`config.mk`:
```
export PLATFORM = sky130hd
export DESIGN_NAME = asq_sequencer
export DESIGN_NICKNAME = d
export VERILOG_FILES = /design/src/inc/asq_pkg.sv /design/src/hdl/asq_mode_decode.sv /design/src/hdl/asq_sequencer.sv
export SDC_FILE = /design/constraint.sdc
export NUM_CORES = 1
export LEC_CHECK = 0
export BUFFER_PORTS_ARGS = -buffer_cell sky130_fd_sc_hd__buf_2
export CORE_AREA = 2 2 346 348
export CTS_CLUSTER_DIAMETER = 30
export DETAILED_ROUTE_END_ITERATION = 12
export DIE_AREA = 0 0 348 350
export MAX_ROUTING_LAYER = met4
export PLACE_DENSITY_LB_ADDON = 0.2
export RECOVER_POWER = 50
export SYNTH_ARGS = -nofsm -noshare
export SYNTH_HDL_FRONTEND = slang
export SYNTH_SLANG_ARGS = --single-unit
```
`constraint.sdc`:
```
create_clock -name ref_clk_i -period 7.1 [get_ports ref_clk_i]
set_input_delay 2.13 -clock ref_clk_i [delete_from_list [all_inputs] [get_ports ref_clk_i]]
set_output_delay 2.13 -clock ref_clk_i [all_outputs]
set_load 0.02 [all_outputs]
```
`src/inc/asq_pkg.sv`:
```
// Constants and types shared by the scan-mode sequencer files
package asq_pkg;
   // ----------------------------------------
   // Register map, byte addresses
   // ----------------------------------------
   localparam logic [4:0] ADR_MODE  = 5'h00;
   localparam logic [4:0] ADR_CUST0 = 5'h04;
   localparam logic [4:0] ADR_CUST1 = 5'h08;
   localparam logic [4:0] ADR_CFG   = 5'h0c;
   localparam logic [4:0] ADR_SLEN  = 5'h10;
   localparam logic [4:0] ADR_SDATA = 5'h14;
   localparam logic [4:0] ADR_CTRL  = 5'h18;
   localparam logic [4:0] ADR_STAT  = 5'h1c;
   // ----------------------------------------
   // Mode word, configuration and control register fields
   // ----------------------------------------
   localparam int MW_SEL   = 15;
   localparam int SC_HI    = 14;
   localparam int SC_LO    = 11;
   localparam int CS_HI    = 10;
   localparam int CS_LO    = 7;
   localparam logic [6:0] MW_LOW_KEEP = 7'h7a;
   localparam int CFG_AVG  = 0;
   localparam int CFG_16CH = 1;
   localparam int CTRL_GO  = 0;
   // ----------------------------------------
   // Scan codes, top channel numbers and sequence list limits
   // ----------------------------------------
   localparam logic [3:0] SC_NULL    = 4'h0;
   localparam logic [3:0] SC_MANUAL  = 4'h1;
   localparam logic [3:0] SC_STD_EXT = 4'h4;
   localparam logic [3:0] SC_UP_INT  = 4'h5;
   localparam logic [3:0] SC_UP_EXT  = 4'h6;
   localparam logic [3:0] SC_CUS_INT = 4'h7;
   localparam logic [3:0] SC_CUS_EXT = 4'h8;
   localparam logic [3:0] SC_USER    = 4'h9;
   localparam logic [3:0] SC_LAST    = 4'h9;
   localparam logic [3:0] CH_TOP16   = 4'hf;
   localparam logic [3:0] CH_TOP8    = 4'h7;
   localparam logic [8:0] SEQ_MAX    = 9'h100;
   localparam logic [8:0] SEQ_MIN    = 9'h001;
   localparam int         SEQ_DEPTH  = 256;

   typedef struct packed {
      logic       ext_clk;
      logic       avg_ok;
      logic       custom;
      logic       user;
      logic       ranged;
      logic [3:0] first;
      logic [3:0] last;
   } asq_plan_t;
endpackage

```
`src/hdl/asq_mode_decode.sv`:
```
// Scan code decoder: turns mode word fields into a scan plan
`timescale 1ns/1ps
module asq_mode_decode
   import asq_pkg::*;
(
   input  wire logic       [3:0] scan_code_i,
   input  wire logic       [3:0] channel_select_code_i,
   input  wire logic             sixteen_ch_i,
   output asq_pkg::asq_plan_t    plan_o
);
   import asq_pkg::*;

   logic [3:0] top_ch;

   assign top_ch = sixteen_ch_i ? CH_TOP16 : CH_TOP8;

   always_comb begin
      plan_o = '0;
      unique case (scan_code_i)
         SC_STD_EXT: begin
            plan_o.ext_clk = 1'b1;                          // [RULE_01]
            plan_o.ranged  = 1'b1;
            plan_o.first   = 4'h0;
            plan_o.last    = channel_select_code_i;          // [RULE_02]
         end
         SC_UP_INT: begin
            plan_o.avg_ok  = 1'b1;                          // [RULE_03]
            plan_o.ranged  = 1'b1;
            plan_o.first   = channel_select_code_i;          // [RULE_02]
            plan_o.last    = top_ch;
         end
         SC_UP_EXT: begin
            plan_o.ext_clk = 1'b1;                          // [RULE_04]
            plan_o.ranged  = 1'b1;
            plan_o.first   = channel_select_code_i;
            plan_o.last    = top_ch;
         end
         SC_CUS_INT: begin
            plan_o.avg_ok  = 1'b1;                          // [RULE_05]
            plan_o.custom  = 1'b1;                          // [RULE_07]
         end
         SC_CUS_EXT: begin
            plan_o.ext_clk = 1'b1;                          // [RULE_06]
            plan_o.custom  = 1'b1;
         end
         SC_USER: begin
            plan_o.ext_clk = 1'b1;                          // [RULE_08]
            plan_o.user    = 1'b1;
         end
         // Manual, repeat and internal standard scans get an empty plan, so no scan starts
         default: plan_o = '0;
      endcase
   end
endmodule

```
`src/hdl/asq_sequencer.sv`:
```
// Scan-mode sequencer top: Avalon-MM registers, mode hold and channel stepping
//
// The implementer's own choices: register access over Avalon-MM and the register offsets.
`timescale 1ns/1ps
// Contract
// RULE_01 - External standard scan converts channels zero up to N ascending, no averaging.
// RULE_02 - Standard and upper scans take boundary N from the channel select code.
// RULE_03 - Internal upper scan converts N to top, storing 16-N or 8-N results.
// RULE_04 - External upper scan converts N through top ascending, averaging unavailable.
// RULE_05 - Internal custom scan converts unique ascending channels, at most 16, may average.
// RULE_06 - External custom scan converts unique ascending channels, at most 16, no averaging.
// RULE_07 - Custom scans pick channels from two enable registers, not the select code.
// RULE_08 - User sequence steps up to 256 listed channels, external clock, no averaging.
// RULE_09 - Scan codes 1010 to 1111 keep the current mode and ignore bits 10:0.
// RULE_10 - Channel select code is a plain binary index, zero to fifteen.
// RULE_11 - Scan code 0000 keeps the mode; other low mode bits stay writable.
// RULE_12 - Mode and boundary channel update only on a non-null accepted mode word.
module asq_sequencer
   import asq_pkg::*;
(
   input  wire logic        ref_clk_i,
   input  wire logic        sys_rst_i,
   input  wire logic [4:0]  avs_address_i,
   input  wire logic        avs_read_i,
   input  wire logic        avs_write_i,
   input  wire logic [31:0] avs_writedata_i,
   input  wire logic [3:0]  avs_byteenable_i,
   output logic      [31:0] avs_readdata_o,
   output logic             avs_waitrequest_o,
   input  wire logic        conv_done_i,
   output logic      [3:0]  mux_sel_o,
   output logic             conv_start_o,
   output logic             result_store_o,
   output logic             ext_clk_sel_o,
   output logic             avg_en_o,
   output logic             scan_busy_o
);
   import asq_pkg::*;

   typedef enum logic [1:0] {ST_IDLE, ST_START, ST_WAIT} asq_state_t;

   // ----------------------------------------
   // Storage
   // ----------------------------------------
   logic        wait_reg;
   logic [31:0] rdata_reg;
   logic [3:0]  scan_code_reg;
   logic [3:0]  channel_select_code_reg;
   logic [6:0]  mode_low_reg;
   logic [7:0]  cust0_reg;
   logic [7:0]  cust1_reg;
   logic        cfg_avg_reg;
   logic        cfg_16ch_reg;
   logic [8:0]  seq_len_reg;
   logic [7:0]  seq_wptr_reg;
   logic [3:0]  seq_mem [SEQ_DEPTH];
   logic        go_req_reg;
   asq_state_t  state_reg;
   asq_plan_t   plan_reg;
   logic [3:0]  mux_sel_reg;
   logic        conv_start_reg;
   logic        store_reg;
   logic        ext_clk_reg;
   logic        avg_reg;
   logic        busy_reg;
   logic [8:0]  cnt_reg;
   logic [7:0]  seq_idx_reg;

   logic        acc;
   logic        wr_acc;
   logic        low_lanes;
   logic [3:0]  code_in;
   logic        mode_wr;
   logic [15:0] cust_mask;
   asq_plan_t   plan_now;
   logic [4:0]  first_en;
   logic [4:0]  next_en;
   logic [8:0]  seq_len_next;
   logic        start_ok;
   logic [3:0]  start_ch;
   logic        more;
   logic [3:0]  next_ch;

   // Lowest enabled channel at or above 'from'; bit 4 set means none left
   function automatic logic [4:0] find_en(input logic [15:0] mask, input logic [4:0] from);
      logic [4:0] res;
      res = 5'h10;
      for (int i = 15; i >= 0; i--) begin
         if (mask[i] && (5'(i) >= from)) begin
            res = 5'(i);
         end
      end
      return res;
   endfunction

   // ----------------------------------------
   // Avalon-MM slave
   // ----------------------------------------
   // Every access waits exactly one cycle so read data comes from a register
   assign acc       = (avs_read_i || avs_write_i) && wait_reg;
   assign wr_acc    = avs_write_i && !wait_reg;
   assign low_lanes = &avs_byteenable_i[1:0];

   always_ff @(posedge ref_clk_i) begin
      if (sys_rst_i) begin
         wait_reg <= 1'b1;
      end else begin
         wait_reg <= !acc;
      end
   end

   always_ff @(posedge ref_clk_i) begin
      if (sys_rst_i) begin
         rdata_reg <= 32'h0000_0000;
      end else if (avs_read_i && wait_reg) begin
         unique case (avs_address_i)
            ADR_MODE:  rdata_reg <= {16'h0000, 1'b0, scan_code_reg,
                                     channel_select_code_reg, mode_low_reg};
            ADR_CUST0: rdata_reg <= {24'h00_0000, cust0_reg};
            ADR_CUST1: rdata_reg <= {24'h00_0000, cust1_reg};
            ADR_CFG:   rdata_reg <= {30'h0000_0000, cfg_16ch_reg, cfg_avg_reg};
            ADR_SLEN:  rdata_reg <= {23'h00_0000, seq_len_reg};
            ADR_SDATA: rdata_reg <= {24'h00_0000, seq_wptr_reg};
            ADR_STAT:  rdata_reg <= {12'h000, cnt_reg, 4'h0, ext_clk_reg,
                                     avg_reg, busy_reg, mux_sel_reg};
            default:   rdata_reg <= 32'h0000_0000;
         endcase
      end
   end

   assign avs_waitrequest_o = wait_reg;
   assign avs_readdata_o    = rdata_reg;

   // ----------------------------------------
   // Mode word
   // ----------------------------------------
   assign code_in = avs_writedata_i[SC_HI:SC_LO];
   assign mode_wr = wr_acc && low_lanes && (avs_address_i == ADR_MODE)
                    && !avs_writedata_i[MW_SEL];

   always_ff @(posedge ref_clk_i) begin
      if (sys_rst_i) begin
         scan_code_reg           <= SC_MANUAL;
         channel_select_code_reg <= 4'h0;
      end else if (mode_wr && (code_in != SC_NULL) && (code_in <= SC_LAST)) begin
         scan_code_reg           <= code_in;                             // [RULE_12]
         channel_select_code_reg <= avs_writedata_i[CS_HI:CS_LO];        // [RULE_10]
      end
   end

   // Null codes leave bits 10:0 alone, except the always-writable group
   always_ff @(posedge ref_clk_i) begin
      if (sys_rst_i) begin
         mode_low_reg <= 7'h00;
      end else if (mode_wr) begin
         if (code_in == SC_NULL) begin
            mode_low_reg <= (mode_low_reg & ~MW_LOW_KEEP)
                            | (avs_writedata_i[6:0] & MW_LOW_KEEP);      // [RULE_11]
         end else if (code_in <= SC_LAST) begin
            mode_low_reg <= avs_writedata_i[6:0];                        // [RULE_09]
         end
      end
   end

   // ----------------------------------------
   // Configuration, custom enables, sequence list
   // ----------------------------------------
   always_ff @(posedge ref_clk_i) begin
      if (sys_rst_i) begin
         cust0_reg    <= 8'h00;
         cust1_reg    <= 8'h00;
         cfg_avg_reg  <= 1'b0;
         cfg_16ch_reg <= 1'b1;
      end else if (wr_acc && low_lanes) begin
         if (avs_address_i == ADR_CUST0) begin
            cust0_reg <= avs_writedata_i[7:0];
         end
         if (avs_address_i == ADR_CUST1) begin
            cust1_reg <= avs_writedata_i[7:0];
         end
         if (avs_address_i == ADR_CFG) begin
            cfg_avg_reg  <= avs_writedata_i[CFG_AVG];
            cfg_16ch_reg <= avs_writedata_i[CFG_16CH];
         end
      end
   end

   assign cust_mask = {cust1_reg, cust0_reg};

   always_comb begin
      seq_len_next = avs_writedata_i[8:0];
      if (avs_writedata_i[8:0] == 9'h000) begin
         seq_len_next = SEQ_MIN;
      end else if (avs_writedata_i[8:0] > SEQ_MAX) begin
         seq_len_next = SEQ_MAX;
      end
   end

   // Writing the length rewinds the load pointer; each data write appends one entry
   always_ff @(posedge ref_clk_i) begin
      if (sys_rst_i) begin
         seq_len_reg  <= SEQ_MIN;
         seq_wptr_reg <= 8'h00;
      end else if (wr_acc && low_lanes && (avs_address_i == ADR_SLEN)) begin
         seq_len_reg  <= seq_len_next;
         seq_wptr_reg <= 8'h00;
      end else if (wr_acc && low_lanes && (avs_address_i == ADR_SDATA)) begin
         seq_wptr_reg <= seq_wptr_reg + 8'h01;
      end
   end

   always_ff @(posedge ref_clk_i) begin
      if (wr_acc && low_lanes && (avs_address_i == ADR_SDATA)) begin
         seq_mem[seq_wptr_reg] <= avs_writedata_i[3:0];                  // [RULE_08]
      end
   end

   // A start request waits in this flag until the sequencer is idle
   always_ff @(posedge ref_clk_i) begin
      if (sys_rst_i) begin
         go_req_reg <= 1'b0;
      end else if (wr_acc && (avs_address_i == ADR_CTRL)
                   && avs_writedata_i[CTRL_GO]) begin
         go_req_reg <= 1'b1;
      end else if (state_reg == ST_IDLE) begin
         go_req_reg <= 1'b0;
      end
   end

   // ----------------------------------------
   // Channel stepping
   // ----------------------------------------
   asq_mode_decode u_decode (
      .scan_code_i           (scan_code_reg),
      .channel_select_code_i (channel_select_code_reg),
      .sixteen_ch_i          (cfg_16ch_reg),
      .plan_o                (plan_now)
   );

   assign first_en = find_en(cust_mask, 5'h00);
   assign next_en  = find_en(cust_mask, {1'b0, mux_sel_reg} + 5'h01);

   always_comb begin
      start_ok = 1'b0;
      start_ch = plan_now.first;
      if (plan_now.ranged) begin
         start_ok = (plan_now.first <= plan_now.last);                   // [RULE_03]
      end else if (plan_now.custom) begin
         start_ok = !first_en[4];                                        // [RULE_07]
         start_ch = first_en[3:0];
      end else if (plan_now.user) begin
         start_ok = 1'b1;
         start_ch = seq_mem[0];
      end
   end

   always_comb begin
      more    = 1'b0;
      next_ch = mux_sel_reg + 4'h1;
      if (plan_reg.ranged) begin
         more = (mux_sel_reg != plan_reg.last);                          // [RULE_04]
      end else if (plan_reg.custom) begin
         more    = !next_en[4];                                          // [RULE_06]
         next_ch = next_en[3:0];
      end else if (plan_reg.user) begin
         more    = ({1'b0, seq_idx_reg} + 9'h001) < seq_len_reg;         // [RULE_08]
         next_ch = seq_mem[seq_idx_reg + 8'h01];
      end
   end

   always_ff @(posedge ref_clk_i) begin
      if (sys_rst_i) begin
         state_reg      <= ST_IDLE;
         plan_reg       <= '0;
         mux_sel_reg    <= 4'h0;
         conv_start_reg <= 1'b0;
         store_reg      <= 1'b0;
         busy_reg       <= 1'b0;
         cnt_reg        <= 9'h000;
         seq_idx_reg    <= 8'h00;
      end else begin
         conv_start_reg <= 1'b0;
         store_reg      <= 1'b0;
         unique case (state_reg)
            ST_IDLE: begin
               if (go_req_reg && start_ok) begin
                  plan_reg    <= plan_now;
                  mux_sel_reg <= start_ch;                               // [RULE_01]
                  cnt_reg     <= 9'h000;
                  seq_idx_reg <= 8'h00;
                  busy_reg    <= 1'b1;
                  state_reg   <= ST_START;
               end
            end
            ST_START: begin
               conv_start_reg <= 1'b1;
               state_reg      <= ST_WAIT;
            end
            ST_WAIT: begin
               if (conv_done_i) begin
                  store_reg <= 1'b1;                                     // [RULE_05]
                  cnt_reg   <= cnt_reg + 9'h001;
                  if (more) begin
                     mux_sel_reg <= next_ch;
                     seq_idx_reg <= seq_idx_reg + 8'h01;
                     state_reg   <= ST_START;
                  end else begin
                     busy_reg  <= 1'b0;
                     state_reg <= ST_IDLE;
                  end
               end
            end
         endcase
      end
   end

   // Clock source and averaging follow the scan in progress; when idle the clock follows the held mode and averaging is off
   always_ff @(posedge ref_clk_i) begin
      if (sys_rst_i) begin
         ext_clk_reg <= 1'b0;
         avg_reg     <= 1'b0;
      end else if (busy_reg) begin
         ext_clk_reg <= plan_reg.ext_clk;
         avg_reg     <= cfg_avg_reg && plan_reg.avg_ok;                  // [RULE_04]
      end else begin
         ext_clk_reg <= plan_now.ext_clk || (scan_code_reg == SC_MANUAL);
         avg_reg     <= 1'b0;
      end
   end

   assign mux_sel_o      = mux_sel_reg;
   assign conv_start_o   = conv_start_reg;
   assign result_store_o = store_reg;
   assign ext_clk_sel_o  = ext_clk_reg;
   assign avg_en_o       = avg_reg;
   assign scan_busy_o    = busy_reg;

   // ----------------------------------------
   // Checks
   // ----------------------------------------
   logic [3:0] prev_sel_reg;

   always_ff @(posedge ref_clk_i) begin
      if (conv_start_reg) begin
         prev_sel_reg <= mux_sel_reg;
      end
   end
endmodule

```
[After elaboration in Yosys (flattened, before gate mapping)]
Memory sizes are Yosys's and may differ from the RTL's.
Index checks and enable logic that the tools add are counted.
Operators by class
  $add $sub $neg: 6
  magnitude comparators: 20
  eq/ne operators: 21
  multiplexer cells: 81
  bitwise gates (word level): 3
  reduce and logical (&&, ||, !) cells: 62
Operators with widths (count)
  $mux 5: 32
  $pmux 20 s7: 1
  $ge 4x5->1 const A: 8
  $mux 4: 10
  $mux 9: 4
  $pmux 9 s2: 2
  $logic_and 1x1->1: 30
  $mux 8: 3
  $mux 1: 21
  $eq 5x5->1 const B: 4
  $ge 3x5->1 const A: 4
  $add 8x1->8 const B: 2
  $eq 4x3->1 const B: 4
  $pmux 8 s2: 1
  $mux 7: 2
  $reduce_and 2->1: 7
  $reduce_or 2->1: 6
  $eq 5x4->1 const B: 2
  $ge 1x5->1 const A: 2
  $ge 2x5->1 const A: 2
  $add 8x1->9 const B: 1
  $add 9x1->9 const B: 1
  $gt 9x9->1 const B: 1
  $logic_not 9->1: 1
  29 further kinds: 42
Word-level totals
  register bits after elaboration: 121
  memory bits (writable): 1024
  input port bits: 46
  output and inout port bits: 42
  logic and storage cells: 221
  memories kept: 1
Memory list
  seq_mem: words 256, bits a word 4, rd ports 2, clocked after memory_dff 0, write ports 1, RTL line asq_sequencer.sv:56  | logic [3:0] seq_mem [SEQ_DEPTH];

[Logic depth before layout (Yosys ltp)]
  word-level depth: 25
  mapped depth: 17

[Hierarchy]
A second synthesis with hierarchy kept.
Second synthesis, totals
  cell total of the unflattened synthesis: 2917
  area, all modules: 46946.3 µm²
By module, submodules not included
  asq_sequencer: instances 1, cells each 2893, area each 46799.9 µm², seq. area each 32931.6 µm²
  asq_mode_decode: instances 1, cells each 24, area each 146.4 µm², seq. area each 0.0 µm²

[Worst setup path before layout]
OpenSTA, ideal clock, no wires.
  kind: input-to-reg
  start point: in avs_address_i[1]
  end point: mem seq_mem[155][0] (enable)
  setup time: 0.329 ns
  data arrival time: 4.208 ns
  slack: 2.563 ns
  stages: 11
  buffers on the path: 5
  cell sequence: or2_0 clkbuf_1 nor3_4 and2_0 clkbuf_2 and2_1 buf_2 buf_2 nand3_1 clkbuf_1 nor2_1
On the way
  longest elaborated chain between the ends: 4
RTL lines
  start, declared: RTL line asq_sequencer.sv:23  | input wire logic [4:0] avs_address_i,
  $eq 5x5->1: RTL line asq_sequencer.sv:213  | if (wr_acc && low_lanes && (avs_address_i == ADR_SDATA)) begin
  $logic_and 1x1->1: RTL line asq_sequencer.sv:213
  $mux 1: RTL line asq_sequencer.sv:213
  $mux 1 (implied by the code): RTL line asq_sequencer.sv:214  | seq_mem[seq_wptr_reg] <= avs_writedata_i[3:0];
  end, declared: RTL line asq_sequencer.sv:56
Every way passes these cells.

[Worst setup path after layout]
  start point: in avs_writedata_i[2]
  end point: mem seq_mem[244][2], data pin
RTL lines
  start, declared: RTL line asq_sequencer.sv:26  | input wire logic [31:0] avs_writedata_i,
No word-level cell before the write port.

==> impl_metrics.tcl <==
set metrics [dict create \
    synth-edff-count 1024 \
    whs_path_depth 2 \
    reg2regPathDepth 14 \
    rr_endpoint "mux_sel_o[0]$_SDFFE_PP0P_" \
    drc 0 \
    clockRootBuffer "clkbuf_16" \
    cp-start-kind "input pin" \
    fin_nets 3108 \
    peakVddDrop_mv 0.226 \
    violations "capacitance limit, slew limit" \
    synth-seq-cells 1133 \
    ys_warn_count 0 \
    cp-end-kind "register" \
    regMostFlops "seq_mem" \
    critPathArrivalTime_ns 6.03 \
    path_buf_inv 2 \
    synth-main-ff-cell "edfxtp_1" \
    cts_buffers 226 \
    hold_viol_final 0 \
    rows 126 \
    ios 88 \
    drt_first_pass_iters 6 \
    hold_path_class "reg -> reg" \
    vias_per_cell 5.80 \
    routed_wl_um 132000 \
    gp_congestion 0.894 \
    cp.required_ns 7.39 \
    cts.sinks 1133 \
    drive_gt1_share_pct 23.6 \
    post_cts_buffers 0 \
    tns_ns 0 \
    fp.dieW_um 348 \
    clock_latency_ns 0.80 \
    synth_cell_types 87 \
    yosysTopAreaCell "edfxtp_1" \
    seq_area_frac_synth_pct 70.0 \
    ctsResizeCount 0 \
    maxCapViolCount 10 \
    ant_nets 0 \
    start_util_pct 39.9 \
    max_stage_delay_ns 1.87 \
    power.density_nw_per_um2 320 \
    path_class "in -> reg" \
    cts.clk_slew.worst_paths_ns 0.05 \
    core-area_um2 118000 \
    fin_util_pct 48.1 \
    cp_cell_sequence "clkbuf_1, clkbuf_4" \
    placed_area_um2 48900 \
    fmax_mhz 174 \
    avgSynthCellArea_um2 16.4 \
    worstHoldStart "avs_readdata_o[9]$_SDFFE_PP0P_" \
    max_slew.worst_pin.slew_ns 2.79 \
    gr-total-overflow 0 \
    grt_pass1_vias 28300 \
    dr.first_iter.drc_count 3149 \
    netlist.area_leader.share_pct 65.4 \
    final_max_slew_viol_count 648 \
    use_met1_pct 29.5 \
    routedWlPerCell_um 27.5 \
    grt_antenna_before_repair 4 \
    reg2reg_slack_ns 2.13 \
    synthToLayoutAreaGrowth_pct 20.5 \
    cts_hold_buffers 0 \
    cts_buffer_depth 3 \
    status "complete, but fails checks" \
    clock_skew_ns 0.0404 \
    p_leak_nw 17.8 \
    p_total_mw 18.2 \
    synthCells 2871 \
    grt_use_total_pct 22.3 \
    final_cell_area_um2 56700 \
    grtUsageMet3_pct 4.11 \
    max_slew_margin_pct -86.0 \
    setup_viol 0 \
    r2r-start "seq_idx_reg[3]$_SDFFE_PP0P_" \
    hold_end "avs_readdata_o[9]$_SDFFE_PP0P_" \
    dieArea_um2 122000 \
    final.period_utilization_pct 80.8 \
    async_reset_ff_share_pct 0 \
    synth_area_um2 47000 \
    largest_reg_flops 1024 \
    rsz0062_at_grt "no" \
    cp_slowest_cell "clkbuf_1" \
    yosys-top-cells-area "edfxtp_1, mux4_2, dfxtp_1" \
    critical_path.max_fanout 170 \
    port_buffers 57 \
    vias 27700 \
    finalCriticalPeriod_ns 5.74 \
    die_y_um 350 \
    hold_slack_ns 0.455 \
    cp_top_family "buffers and inverters" \
    grt_pass1_wl_um 193000 \
    hpwl_um 79100 \
    grt_busiest_layer "met2" \
    tritoncts "done" \
    ctsHtreeMaxLevel 4 \
    grt_max_degree 178 \
    use_met2_pct 34.9 \
]
metrics by stage:
step                setup WS (ns)  std cells
global route                0.939       4780
floorplan                    2.56       2882
global placement             1.27       4348
finish                       1.36       4780
detailed placement           1.25       4348
CTS                          2.06       4779
layout make-up:
| cell class | count | area, um^2 |
|---|---|---|
| tap | 1536 | 1920 |
| fill | 9771 | 61100 |
| clock buffer | 260 | 5870 |
| antenna | 1 | 2.50 |
| inverter | 30 | 121 |
| clock inverter | 171 | 1990 |
| sequential | 1133 | 32900 |
| timing repair buffer | 123 | 815 |
| multi-input combinational | 1526 | 13000 |
power by group:
group          switching [mW]  leakage, nW  total (mW)  internal (mW)
registers             0.00120         10.1        7.29           7.29
logic                   0.142         3.90       0.158         0.0155
clock network            3.60         3.78        10.7           7.11
total                    3.74         17.8        18.2           14.4
cells in the final DEF, fill, tap and decap left out, drive strengths merged, types with 6 or more instances in the layout:
cell,n
nor2b,16
nor4,14
xnor2,7
buf,87
a21oi,90
a211oi,8
clkinvlp,24
o211ai,13
nor2,348
nand2b,10
nand3,102
a31oi,12
mux2i,69
conb,12
ha,22
clkbuf,296
and3,12
nor3,16
o21ai,41
o22ai,17
nand2,225
o31ai,12
clkinv,91
and2,21
mux4,265
a22oi,23
or3,14
edfxtp,1024
dfxtp,109
inv,54
bufinv,32
o41ai,6
a2111oi,8
xor2,14
a311oi,8
a32oi,8
nand4,28
kinds of logic after synthesis:
| logic type | Yosys count | synth area share, % |
|---|---|---|
| fa+ha+maj | 22 | 0.585 |
| simple gates | 830 | 7.87 |
| compound gates | 302 | 4.33 |
| flops | 1133 | 70.0 |
| buf+inv | 223 | 2.43 |
| mux | 339 | 14.3 |
| xor+xnor | 21 | 0.447 |
| other cells | 1 | 0.00798 |
how the worst max path moves through the flow:
stage	cells past startpoint	slack, ns	endpoint	start
6_report	2	1.36	seq_mem[244][2]$_DFFE_PP_	avs_writedata_i[2]
5_1_grt	2	0.94	seq_mem[237][2]$_DFFE_PP_	avs_writedata_i[2]
4_1_cts	9	2.06	seq_mem[106][1]$_DFFE_PP_	avs_address_i[1]
3_5_place_dp	9	1.25	seq_mem[106][1]$_DFFE_PP_	avs_address_i[1]
3_3_place_gp	9	1.27	seq_mem[57][0]$_DFFE_PP_	avs_address_i[1]
2_1_floorplan	11	2.56	seq_mem[155][0]$_DFFE_PP_	avs_address_i[1]
per-layer routing:
metal | up-vias | part of all wire, %
met5 | - | 0
met1 | 14400 | 41
li1 | 11800 | -
met2 | 1353 | 48
met3 | 249 | 7.7
met4 | 0 | 3.0
synthesized netlist by cell type, types with 6 or more instances:
| cell type | number |
|---|---|
| clkbuf_1 | 86 |
| ha_1 | 22 |
| nor2_1 | 348 |
| xnor2_1 | 7 |
| buf_2 | 47 |
| mux2i_1 | 69 |
| a32oi_1 | 8 |
| buf_4 | 38 |
| dfxtp_1 | 109 |
| inv_1 | 24 |
| or3_1 | 14 |
| xor2_1 | 12 |
| o22ai_1 | 17 |
| nor4_1 | 12 |
| a22oi_1 | 23 |
| a2111oi_0 | 8 |
| and2_1 | 19 |
| a311oi_1 | 8 |
| nand3_1 | 100 |
| and3_1 | 12 |
| buf_1 | 6 |
| o31ai_1 | 12 |
| mux4_2 | 265 |
| nor2b_1 | 16 |
| o211ai_1 | 13 |
| edfxtp_1 | 1024 |
| nand2b_1 | 10 |
| a211oi_1 | 8 |
| a21oi_1 | 90 |
| nand2_1 | 225 |
| nor3_1 | 15 |
| nand4_1 | 27 |
| o21ai_0 | 40 |
| buf_6 | 13 |
| a31oi_1 | 12 |
(Power assumes the default switching activity.)
